File: src/mtd_defs.vh
// Purpose: register offsets, field positions, reset values and timing
//          counts for the motion and transient event detector
// Assumes: 40 MHz MCLK
// Notes:   definitions only
`ifndef MTD_DEFS_VH
`define MTD_DEFS_VH

// -----------------------------------------------------------------------
// register offsets
// -----------------------------------------------------------------------
`define MTD_ADDR_MOTION_CFG    8'h15
`define MTD_ADDR_MOTION_SRC    8'h16
`define MTD_ADDR_MOTION_THS    8'h17
`define MTD_ADDR_MOTION_COUNT  8'h18
`define MTD_ADDR_TRANS_CFG     8'h1D
`define MTD_ADDR_TRANS_SRC     8'h1E
`define MTD_ADDR_TRANS_THS     8'h1F
`define MTD_ADDR_TRANS_COUNT   8'h20
`define MTD_ADDR_SYS_CTRL      8'h2A

// -----------------------------------------------------------------------
// field positions
// -----------------------------------------------------------------------
`define MTD_THS_CLR_MODE_BIT   7
`define MTD_CFG_LATCH_BIT      7
`define MTD_CFG_COMB_BIT       6
`define MTD_CFG_ZEN_BIT        5
`define MTD_TCFG_LATCH_BIT     4
`define MTD_TCFG_ZEN_BIT       3
`define MTD_TCFG_BYPASS_BIT    0
`define MTD_SRC_EA_MOTION_BIT  7
`define MTD_SRC_EA_TRANS_BIT   6
`define MTD_CTRL_LNOISE_BIT    2
`define MTD_CTRL_ODR_LSB       3

// -----------------------------------------------------------------------
// reset values
// -----------------------------------------------------------------------
`define MTD_RST_REG            8'h00

// -----------------------------------------------------------------------
// threshold limits, counts of 0.063 g
// -----------------------------------------------------------------------
`define MTD_THS_MAX_8G         7'h7F
`define MTD_THS_MAX_4G         7'h3F

// -----------------------------------------------------------------------
// sample periods in microseconds and the cycles they take
// -----------------------------------------------------------------------
`define MTD_CLK_KHZ            40000
`define MTD_STEP_US_800        1250
`define MTD_STEP_US_400        2500
`define MTD_STEP_US_200        5000
`define MTD_STEP_US_100        10000
`define MTD_STEP_US_50         20000
`define MTD_STEP_US_LOW_NOISE_LOW_POWER_MODE       80000
`define MTD_STEP_US_LP         160000
// cycles per microsecond first, so the slow periods stay inside 32 bits
`define MTD_US2CYC(us)         ((us) * (`MTD_CLK_KHZ / 1000))

// oversampling modes
`define MTD_MODE_NORMAL        2'h0
`define MTD_MODE_LOW_NOISE_LOW_POWER_MODE          2'h1
`define MTD_MODE_HIRES         2'h2
`define MTD_MODE_LP            2'h3

`endif

File: src/mtd_top.v
// Purpose: freefall/motion and transient event detection for a
//          three-axis accelerometer, register side included
// Assumes: host register access arrives as a decoded read/write port
//          from the serial interface logic on MCLK; axis samples are
//          signed 12-bit at 16 counts per threshold count, a scale of 0.063 g / 16 counts
// Notes:   sample timing comes from an internal output-rate divider
`include "mtd_defs.vh"

module mtd_top #(
    parameter        SW       = 12,
    // scale lets a simulation shorten every sample period
    parameter [23:0] STEP_DIV = 24'h000001
) (
    // clock and reset
    input  wire          MCLK,
    input  wire          NRST,
    // register port
    input  wire          REG_WR,
    input  wire          REG_RD,
    input  wire [7:0]    REG_ADDR,
    input  wire [7:0]    REG_WDATA,
    output wire [7:0]    REG_RDATA,
    // samples, {z, y, x}, raw and high-pass filtered
    input  wire [3*SW-1:0] RAW_DATA,
    input  wire [3*SW-1:0] HPF_DATA,
    // detector outputs
    output wire          SAMPLE_STEP,
    output wire          MOTION_EVENT,
    output wire          TRANSIENT_EVENT
);

    // -------------------------------------------------------------------
    // registers
    // -------------------------------------------------------------------
    reg  [7:0]  mcfg_q;
    reg  [7:0]  motion_threshold_reg_q;
    reg  [7:0]  motion_debounce_count_reg_q;
    reg  [4:0]  tcfg_q;
    reg  [7:0]  transient_threshold_reg_q;
    reg  [7:0]  tcount_q;
    reg  [7:0]  sys_ctrl_q;
    reg  [7:0]  msrc_q;
    reg  [6:0]  tsrc_q;
    reg  [7:0]  rdata_q;

    wire        debounce_clear_mode = motion_threshold_reg_q[7];
    wire [6:0]  threshold_field     = motion_threshold_reg_q[6:0];
    wire        t_clear_mode        = transient_threshold_reg_q[7];
    wire        low_noise           = sys_ctrl_q[`MTD_CTRL_LNOISE_BIT];
    wire [2:0]  output_data_rate    = sys_ctrl_q[5:3];
    wire [1:0]  over_mode           = sys_ctrl_q[1:0];
    wire        event_latch_enable  = tcfg_q[`MTD_TCFG_LATCH_BIT];
    wire        z_transient_enable  = tcfg_q[3];
    wire        y_transient_enable  = tcfg_q[2];
    wire        x_transient_enable  = tcfg_q[1];
    wire        filter_bypass       = tcfg_q[`MTD_TCFG_BYPASS_BIT];
    wire        m_latch             = mcfg_q[`MTD_CFG_LATCH_BIT];
    wire        combination_select  = mcfg_q[`MTD_CFG_COMB_BIT];

    wire        rd_tsrc = REG_RD && (REG_ADDR == `MTD_ADDR_TRANS_SRC);
    wire        rd_msrc = REG_RD && (REG_ADDR == `MTD_ADDR_MOTION_SRC);

    // -------------------------------------------------------------------
    // sample period divider
    // -------------------------------------------------------------------
    // periods kept at 32 bits, cut to the divider's width after scaling
    localparam [31:0] C800  = `MTD_US2CYC(`MTD_STEP_US_800);
    localparam [31:0] C400  = `MTD_US2CYC(`MTD_STEP_US_400);
    localparam [31:0] C200  = `MTD_US2CYC(`MTD_STEP_US_200);
    localparam [31:0] C100  = `MTD_US2CYC(`MTD_STEP_US_100);
    localparam [31:0] C50   = `MTD_US2CYC(`MTD_STEP_US_50);
    localparam [31:0] CLPLN = `MTD_US2CYC(`MTD_STEP_US_LOW_NOISE_LOW_POWER_MODE);
    localparam [31:0] CLP   = `MTD_US2CYC(`MTD_STEP_US_LP);

    function [31:0] period;
        input [2:0] rate;
        input [1:0] mode;
        begin
            case (rate)
                3'h0:    period = C800;
                3'h1:    period = C400;
                3'h2:    period = C200;
                3'h3:    period = C100;
                3'h4:    period = C50;
                default: period = C50;
            endcase
            if (mode == `MTD_MODE_HIRES && rate >= 3'h2)
                period = C400;
            else if (rate >= 3'h5 && mode == `MTD_MODE_LOW_NOISE_LOW_POWER_MODE)
                period = CLPLN;
            else if (rate == 3'h5 && mode == `MTD_MODE_LP)
                period = CLPLN;
            else if (rate >= 3'h6 && mode == `MTD_MODE_LP)
                period = CLP;
        end
    endfunction

    reg  [23:0] div_q;
    wire [31:0] per_full = period(output_data_rate, over_mode) / STEP_DIV;
    wire [23:0] per      = per_full[23:0];
    wire        step = (div_q + 24'h000001 >= per);

    always @(posedge MCLK or negedge NRST) begin
        if (!NRST)
            div_q <= 24'h000000;
        else if (step)
            div_q <= 24'h000000;
        else
            div_q <= div_q + 24'h000001;
    end

    // -------------------------------------------------------------------
    // per-axis magnitudes and comparisons
    // -------------------------------------------------------------------
    // samples carry 1/16 of a threshold count per lsb at the 8 g range
    wire [6:0] ths_lim = low_noise ? `MTD_THS_MAX_4G
                                   : `MTD_THS_MAX_8G;
    wire [6:0] m_ths = (threshold_field > ths_lim) ? ths_lim
                                                   : threshold_field;
    wire [6:0] t_ths0 = transient_threshold_reg_q[6:0];
    wire [6:0] t_ths = (t_ths0 > ths_lim) ? ths_lim : t_ths0;

    wire [2:0] m_above;
    wire [2:0] m_neg;
    wire [2:0] t_above;
    wire [2:0] t_neg;

    genvar g;
    generate
        for (g = 0; g < 3; g = g + 1) begin : axis
            wire [SW-1:0] r = RAW_DATA[g*SW +: SW];
            wire [SW-1:0] h = filter_bypass ? r
                                            : HPF_DATA[g*SW +: SW];
            wire [SW-1:0] rm = r[SW-1] ? (~r + 1'b1) : r;
            wire [SW-1:0] hm = h[SW-1] ? (~h + 1'b1) : h;
            // full 8 g comparison on the top 7 magnitude bits
            assign m_above[g] = rm[SW-2:SW-8] > m_ths;
            assign m_neg[g]   = r[SW-1];
            assign t_above[g] = hm[SW-2:SW-8] > t_ths;
            assign t_neg[g]   = h[SW-1];
        end
    endgenerate

    // -------------------------------------------------------------------
    // freefall / motion
    // -------------------------------------------------------------------
    wire [2:0] m_en = mcfg_q[5:3];
    wire       m_cond = combination_select
                      ? |(m_above & m_en)
                      : ~|(m_above & m_en) & (m_en != 3'h0);
    wire       m_hit;

    mtd_debounce #(.W(8)) u_mdeb (
        .MCLK       (MCLK),
        .NRST       (NRST),
        .step       (step),
        .cond       (m_cond),
        .clear_mode (debounce_clear_mode),
        .limit      (motion_debounce_count_reg_q),
        .hit        (m_hit)
    );

    wire [5:0] m_axis_bits = {m_above[2] & m_en[2], m_neg[2] & m_en[2],
                              m_above[1] & m_en[1], m_neg[1] & m_en[1],
                              m_above[0] & m_en[0], m_neg[0] & m_en[0]};

    // -------------------------------------------------------------------
    // transient
    // -------------------------------------------------------------------
    wire [2:0] t_en = {z_transient_enable, y_transient_enable,
                       x_transient_enable};
    wire [2:0] t_ax = t_above & t_en;
    wire       t_hit;

    mtd_debounce #(.W(8)) u_tdeb (
        .MCLK       (MCLK),
        .NRST       (NRST),
        .step       (step),
        .cond       (|t_ax),
        .clear_mode (t_clear_mode),
        .limit      (tcount_q),
        .hit        (t_hit)
    );

    wire       event_active = tsrc_q[6];
    reg  [6:0] tsrc_d;
    integer    k;

    always @* begin
        tsrc_d = tsrc_q;
        if (rd_tsrc)
            tsrc_d = 7'h00;
        if (event_latch_enable) begin
            if (t_hit) begin
                // active: flags may only set, polarity follows
                for (k = 0; k < 3; k = k + 1) begin
                    if (t_ax[k] && (!event_active || rd_tsrc ||
                                    !tsrc_d[2*k+1]
                                    || event_active)) begin
                        tsrc_d[2*k+1] = 1'b1;
                        tsrc_d[2*k]   = t_neg[k];
                    end
                end
                tsrc_d[6] = 1'b1;
            end
            // otherwise bits stay frozen until read
        end else if (step) begin
            for (k = 0; k < 3; k = k + 1) begin
                tsrc_d[2*k+1] = t_hit & t_ax[k];
                tsrc_d[2*k]   = t_hit & t_ax[k] & t_neg[k];
            end
            tsrc_d[6] = t_hit & (|t_ax);
        end
    end

    // -------------------------------------------------------------------
    // motion source
    // -------------------------------------------------------------------
    reg [7:0] msrc_d;

    always @* begin
        msrc_d = msrc_q;
        if (rd_msrc)
            msrc_d = 8'h00;
        if (m_latch) begin
            if (m_hit && !(msrc_q[7] && !rd_msrc))
                msrc_d = {1'b1, 1'b0, m_axis_bits};
        end else if (step) begin
            msrc_d = m_hit ? {1'b1, 1'b0, m_axis_bits} : 8'h00;
        end
    end

    // -------------------------------------------------------------------
    // register writes and reads
    // -------------------------------------------------------------------
    always @(posedge MCLK or negedge NRST) begin
        if (!NRST) begin
            mcfg_q                      <= `MTD_RST_REG;
            motion_threshold_reg_q      <= `MTD_RST_REG;
            motion_debounce_count_reg_q <= `MTD_RST_REG;
            tcfg_q                      <= 5'h00;
            transient_threshold_reg_q   <= `MTD_RST_REG;
            tcount_q                    <= `MTD_RST_REG;
            sys_ctrl_q                  <= `MTD_RST_REG;
            msrc_q                      <= `MTD_RST_REG;
            tsrc_q                      <= 7'h00;
            rdata_q                     <= `MTD_RST_REG;
        end else begin
            msrc_q <= msrc_d;
            tsrc_q <= tsrc_d;
            if (REG_WR) begin
                case (REG_ADDR)
                    `MTD_ADDR_MOTION_CFG:
                        mcfg_q <= {REG_WDATA[7:3], 3'h0};
                    `MTD_ADDR_MOTION_THS:
                        motion_threshold_reg_q <= REG_WDATA;
                    `MTD_ADDR_MOTION_COUNT:
                        motion_debounce_count_reg_q <= REG_WDATA;
                    `MTD_ADDR_TRANS_CFG:
                        tcfg_q <= REG_WDATA[4:0];
                    `MTD_ADDR_TRANS_THS:
                        transient_threshold_reg_q <= REG_WDATA;
                    `MTD_ADDR_TRANS_COUNT:
                        tcount_q <= REG_WDATA;
                    `MTD_ADDR_SYS_CTRL:
                        sys_ctrl_q <= REG_WDATA;
                    default: ;
                endcase
            end
            if (REG_RD) begin
                case (REG_ADDR)
                    `MTD_ADDR_MOTION_CFG:   rdata_q <= mcfg_q;
                    `MTD_ADDR_MOTION_SRC:   rdata_q <= msrc_q;
                    `MTD_ADDR_MOTION_THS:   rdata_q <= motion_threshold_reg_q;
                    `MTD_ADDR_MOTION_COUNT:
                        rdata_q <= motion_debounce_count_reg_q;
                    `MTD_ADDR_TRANS_CFG:    rdata_q <= {3'h0, tcfg_q};
                    `MTD_ADDR_TRANS_SRC:
                        rdata_q <= {1'b0, tsrc_q};
                    `MTD_ADDR_TRANS_THS:
                        rdata_q <= transient_threshold_reg_q;
                    `MTD_ADDR_TRANS_COUNT:  rdata_q <= tcount_q;
                    `MTD_ADDR_SYS_CTRL:     rdata_q <= sys_ctrl_q;
                    default:                rdata_q <= 8'h00;
                endcase
            end
        end
    end

    assign REG_RDATA       = rdata_q;
    assign SAMPLE_STEP     = step;
    assign MOTION_EVENT    = msrc_q[7];
    assign TRANSIENT_EVENT = tsrc_q[6];

endmodule

File: src/mtd_debounce.v
// Purpose: one debounce counter for an inertial condition
// Assumes: step is a one-cycle pulse per output sample
// Notes:   counter saturates at the programmed limit
`include "mtd_defs.vh"

module mtd_debounce #(
    parameter W = 8
) (
    // clock and reset
    input  wire         MCLK,
    input  wire         NRST,
    // control
    input  wire         step,
    input  wire         cond,
    input  wire         clear_mode,
    input  wire [W-1:0] limit,
    // result
    output wire         hit
);

    reg  [W-1:0] cnt_q;
    reg  [W-1:0] cnt_d;

    // -------------------------------------------------------------------
    // counter
    // -------------------------------------------------------------------
    always @* begin
        cnt_d = cnt_q;
        if (step) begin
            if (cond) begin
                if (cnt_q < limit)
                    cnt_d = cnt_q + {{(W-1){1'b0}}, 1'b1};
                else
                    cnt_d = limit;
            end else if (clear_mode) begin
                cnt_d = {W{1'b0}};
            end else if (cnt_q != {W{1'b0}}) begin
                cnt_d = cnt_q - {{(W-1){1'b0}}, 1'b1};
            end
        end
    end

    always @(posedge MCLK or negedge NRST) begin
        if (!NRST)
            cnt_q <= {W{1'b0}};
        else
            cnt_q <= cnt_d;
    end

    // a zero limit fires on the first matching sample
    assign hit = step && cond && (cnt_d == limit);

endmodule

File: config.mk
export PLATFORM = sky130hd
export DESIGN_NAME = mtd_top
export DESIGN_NICKNAME = d
export VERILOG_FILES = /design/src/mtd_top.v /design/src/mtd_debounce.v
export VERILOG_INCLUDE_DIRS = /design/src
export SDC_FILE = /design/constraint.sdc
export NUM_CORES = 1
export LEC_CHECK = 0
export BUFFER_PORTS_ARGS = -buffer_cell sky130_fd_sc_hd__buf_2
export CAP_MARGIN = 25
export CELL_PAD_IN_SITES_DETAIL_PLACEMENT = 1
export CELL_PAD_IN_SITES_GLOBAL_PLACEMENT = 2
export CORE_ASPECT_RATIO = 0.6
export CORE_MARGIN = 2
export CORE_UTILIZATION = 34
export DETAILED_ROUTE_END_ITERATION = 6
export PLACE_DENSITY_LB_ADDON = 0.1
export SETUP_SLACK_MARGIN = 0.05
export SYNTH_ARGS = -nofsm -noshare
export SYNTH_HDL_FRONTEND = slang
export SYNTH_SLANG_ARGS = --single-unit
File: constraint.sdc
create_clock -name MCLK -period 4.7 [get_ports MCLK]
set_input_delay 0.47 -clock MCLK [delete_from_list [all_inputs] [get_ports MCLK]]
set_output_delay 0.47 -clock MCLK [all_outputs]
set_load 0.05 [all_outputs]
==> impl_metrics.ini <==
[min_path]
min_delay_worst_endpoint = sys_ctrl_q[2]$_DFFE_PN0P_
hp-start = REG_WDATA[2]
hp-class = in -> reg
holdPathStages = 3

[sta]
setup_viol = 6
finalMaxSlewViolations = 0
hold_viol = 0
setup_slack_ns = -0.0477
fin_skew_ns = 0.0101
fin_crit_ns = 4.75
slew_headroom_pct = 47.8
worst_pin_slew_ns = 0.773
timing.setup.tns_ns = -0.186
fmax_mhz = 211
period_share_pct = 101
rsz0062_at_grt = true

[critical_path]
path_cells = buf_2, or4_4, a21oi_4, nand2_1, o21bai_1, o21a_1, o21a_1, a21oi_2, xnor2_1, ha_1, a21o_1, a21oi_2, a21o_1, a31o_4, nand2_4, or3_4, o32ai_4, a22oi_2, xnor2_1, nor4_2, buf_4, nand3b_1, mux2i_1
cpPeakStageDelay_ns = 0.60
cp-start-kind = input port
startpoint = RAW_DATA[1]
critical_path_class = in -> reg
worstReg2RegStart = div_q[4]$_DFF_PN0_
reg2regPathDepth = 21
slowest_stage = or4_4
r2r_setup_slack_ns = -0.04
critPathCaptureType = flop
timing.critical_path.arrival_ns = 5.06
r2r_end = msrc_q[2]$_DFF_PN0_
crit_buf_inv = 2
worstPathMaxFanout = 8
cp.required_ns = 5.01
crit_family = compound AO/OA/AOI/OAI gates

[synth]
seq_area_frac_synth_pct = 29.5
synth-edff-count = 0
syn-num-nets = 1238
ys_ff_latch = 113
synth_cell_types = 77
synth-main-ff-cell = dfrtp_1
ys_warn_count = 0
synth-async-reset-ratio_pct = 100
syn_inst = 1065
yosysTopAreaCellShare_pct = 29.5
synth_top_cell_by_area = dfrtp_1
synthTopCellsByArea = dfrtp_1 29%, ha_1 11%, mux2_2 6.5%
avgSynthCellArea_sq_um = 9.01
syn_area_sq_um = 9600

[run_status]
failed_checks = setup timing
status = finished with violations

[cts]
clock_latency_ns = 0.43
cts-root-buf = clkbuf_16
cts_tree = built
clk_pin_slew_ns = 0.06
cts_sinks = 113
cts.path.max_buffers = 2
cts_buffers = 17
htree_levels = 4

[detailed_routing]
vias_per_cell = 5.63
vias = 9566
totalWireLength_microns = 41100
drtPass1Iterations = 5
post_drt_wl_per_cell_microns = 24.2
drtAntennaViolNets = 0
drc = 0
dr.first_iter.drc_count = 794

[die]
die_area_sq_um = 29600
rows = 47
ios = 103
dieHeight_microns = 134
start_util_pct = 34.7
dieWidth_microns = 221
coreArea_sq_um = 27600

[global_routing]
grt_usage_pct = 27.6
grt_pass1_vias = 9488
antenna_found_initial = 2
grt_overflow = 0
grt_start_max_net_pins = 54
grt_pass1_wl_microns = 60700

[final_layout]
final_cells = 1698
final_core_util_pct = 46.6
final_cell_mix = 165 x buf_4, 113 x dfrtp_1, 101 x buf_2
area.growth.synth_to_final_pct = 34.2
diodes = 0
fin_nets = 1491
layout-drive-gt1-share_pct = 34.4
final_common_cell = buf_4

[place]
place_congestion = 0.967
place_ws_ns = -0.539
port_buffers = 102
post-dp-hpwl_microns = 32800
placed_cells = 1645

[power_and_ir_drop]
power_per_cell_area_nw_per_um2 = 354
max-vdd-ir-drop_v = 0.000211
p_leak_nw = 5.93

[run]
drv_cap = 0
## per-stage QoR
stage | hold WS (ns) | total power, W | area, sq um
2_1_floorplan | 0.174 | 0.00240 | 9670
5_1_grt | 0.384 | 0.00481 | 12900
3_5_place_dp | 0.413 | 0.00304 | 11600
6_report | 0.389 | 0.00455 | 12900
4_1_cts | 0.375 | 0.00443 | 12500
3_3_place_gp | 0.410 | 0.00303 | 11600
## cell families (layout without fill, tap and decap cells)
kind of cell | Yosys count | after routing | share of synthesized area [%]
AND/OR/NAND/NOR | 337 | 337 | 18.1
AO/OA/AOI/OAI | 256 | 256 | 18.6
flip-flops | 113 | 113 | 29.5
multiplexers | 95 | 95 | 10.7
XOR/XNOR | 93 | 93 | 8.92
buffers and inverters | 89 | 355 | 3.58
adder cells (fa/ha/maj) | 81 | 81 | 10.6
other | 1 | 1 | 0.0391
## layout make-up
cell class,instances,area (sq um)
Fill cell,3206,14800
Multi-Input combinational cell,863,6930
Sequential cell,113,2830
Timing Repair Buffer,275,1890
Tap cell,367,459
Clock buffer,17,425
Inverter,48,188
Clock inverter,15,160
## power breakdown
group / switching [W] / total [W] / internal, W / leakage (nW)
Combinational: 0.00110 / 0.00195 / 0.000854 / 4.12
Sequential: 0.000225 / 0.00129 / 0.00106 / 1.51
Clock: 0.000566 / 0.00132 / 0.000751 / 0.290
Total: 0.00189 / 0.00455 / 0.00267 / 5.93
## repair_timing
action	in CTS	in global routing
hold buffers	1	0
setup buffers	8	11
cloned	1	0
pin swaps	9	42
hold endpoints to repair	23	0
gates resized for setup	32	68
endpoints found under the setup margin	16	15
## synth_stat cells, drive strengths merged, types with 4 or more instances
| cell type | n |
|---|---|
| nor3 | 15 |
| a211oi | 4 |
| nand2b | 9 |
| or4 | 11 |
| a21oi | 50 |
| o211ai | 10 |
| ha | 81 |
| inv | 47 |
| o21a | 12 |
| nor2 | 71 |
| o31ai | 12 |
| o21ai | 46 |
| a21o | 23 |
| mux2i | 39 |
| and2 | 22 |
| mux2 | 56 |
| a31o | 6 |
| a31oi | 13 |
| or2 | 13 |
| a2111oi | 4 |
| xnor2 | 58 |
| a41oi | 9 |
| or3 | 14 |
| o22ai | 5 |
| nand4 | 13 |
| nor4 | 12 |
| xor2 | 32 |
| nand2 | 75 |
| a222oi | 10 |
| clkbuf | 36 |
| buf | 5 |
| a22oi | 16 |
| nor2b | 9 |
| a22o | 6 |
| o32ai | 4 |
| and4 | 6 |
| dfrtp | 113 |
| and3 | 12 |
| nand3 | 46 |
## layer usage
metal | track usage (%) | up-vias | routed length [microns]
li1 | - | 4453 | -
met1 | 45.9 | 4785 | 22300
met4 | 3.54 | 0 | 225
met2 | 33.6 | 307 | 14900
met3 | 8.39 | 21 | 3570
met5 | 0 | - | 0
## tightest hold or removal path: stages
cell and delay, ns:
buf_2 0.16, nand2_1 0.08, o21ai_0 0.07
## how the worst max path moves through the flow
stage                           to  slack [ns]  cells past startpoint
3_5_place_dp   msrc_q[1]$_DFF_PN0_       -0.54                     18
2_1_floorplan  msrc_q[1]$_DFF_PN0_        0.06                     16
3_3_place_gp   msrc_q[3]$_DFF_PN0_       -0.44                     19
4_1_cts        msrc_q[1]$_DFF_PN0_        0.04                     21
5_1_grt        msrc_q[2]$_DFF_PN0_       -0.19                     22
6_report       tsrc_q[0]$_DFF_PN0_       -0.05                     23
## flip-flops by register name, summed over array words and instances (netlist names)
signal / count
div_q: 24
REG_RDATA: 8
motion_debounce_count_reg_q: 8
motion_threshold_reg_q: 8
msrc_q: 8
sys_ctrl_q: 8
tcount_q: 8
transient_threshold_reg_q: 8
u_mdeb.cnt_q: 8
u_tdeb.cnt_q: 8
tsrc_q: 7
mcfg_q: 5
tcfg_q: 5
No activity file was read; power rests on OpenSTA's default activity.
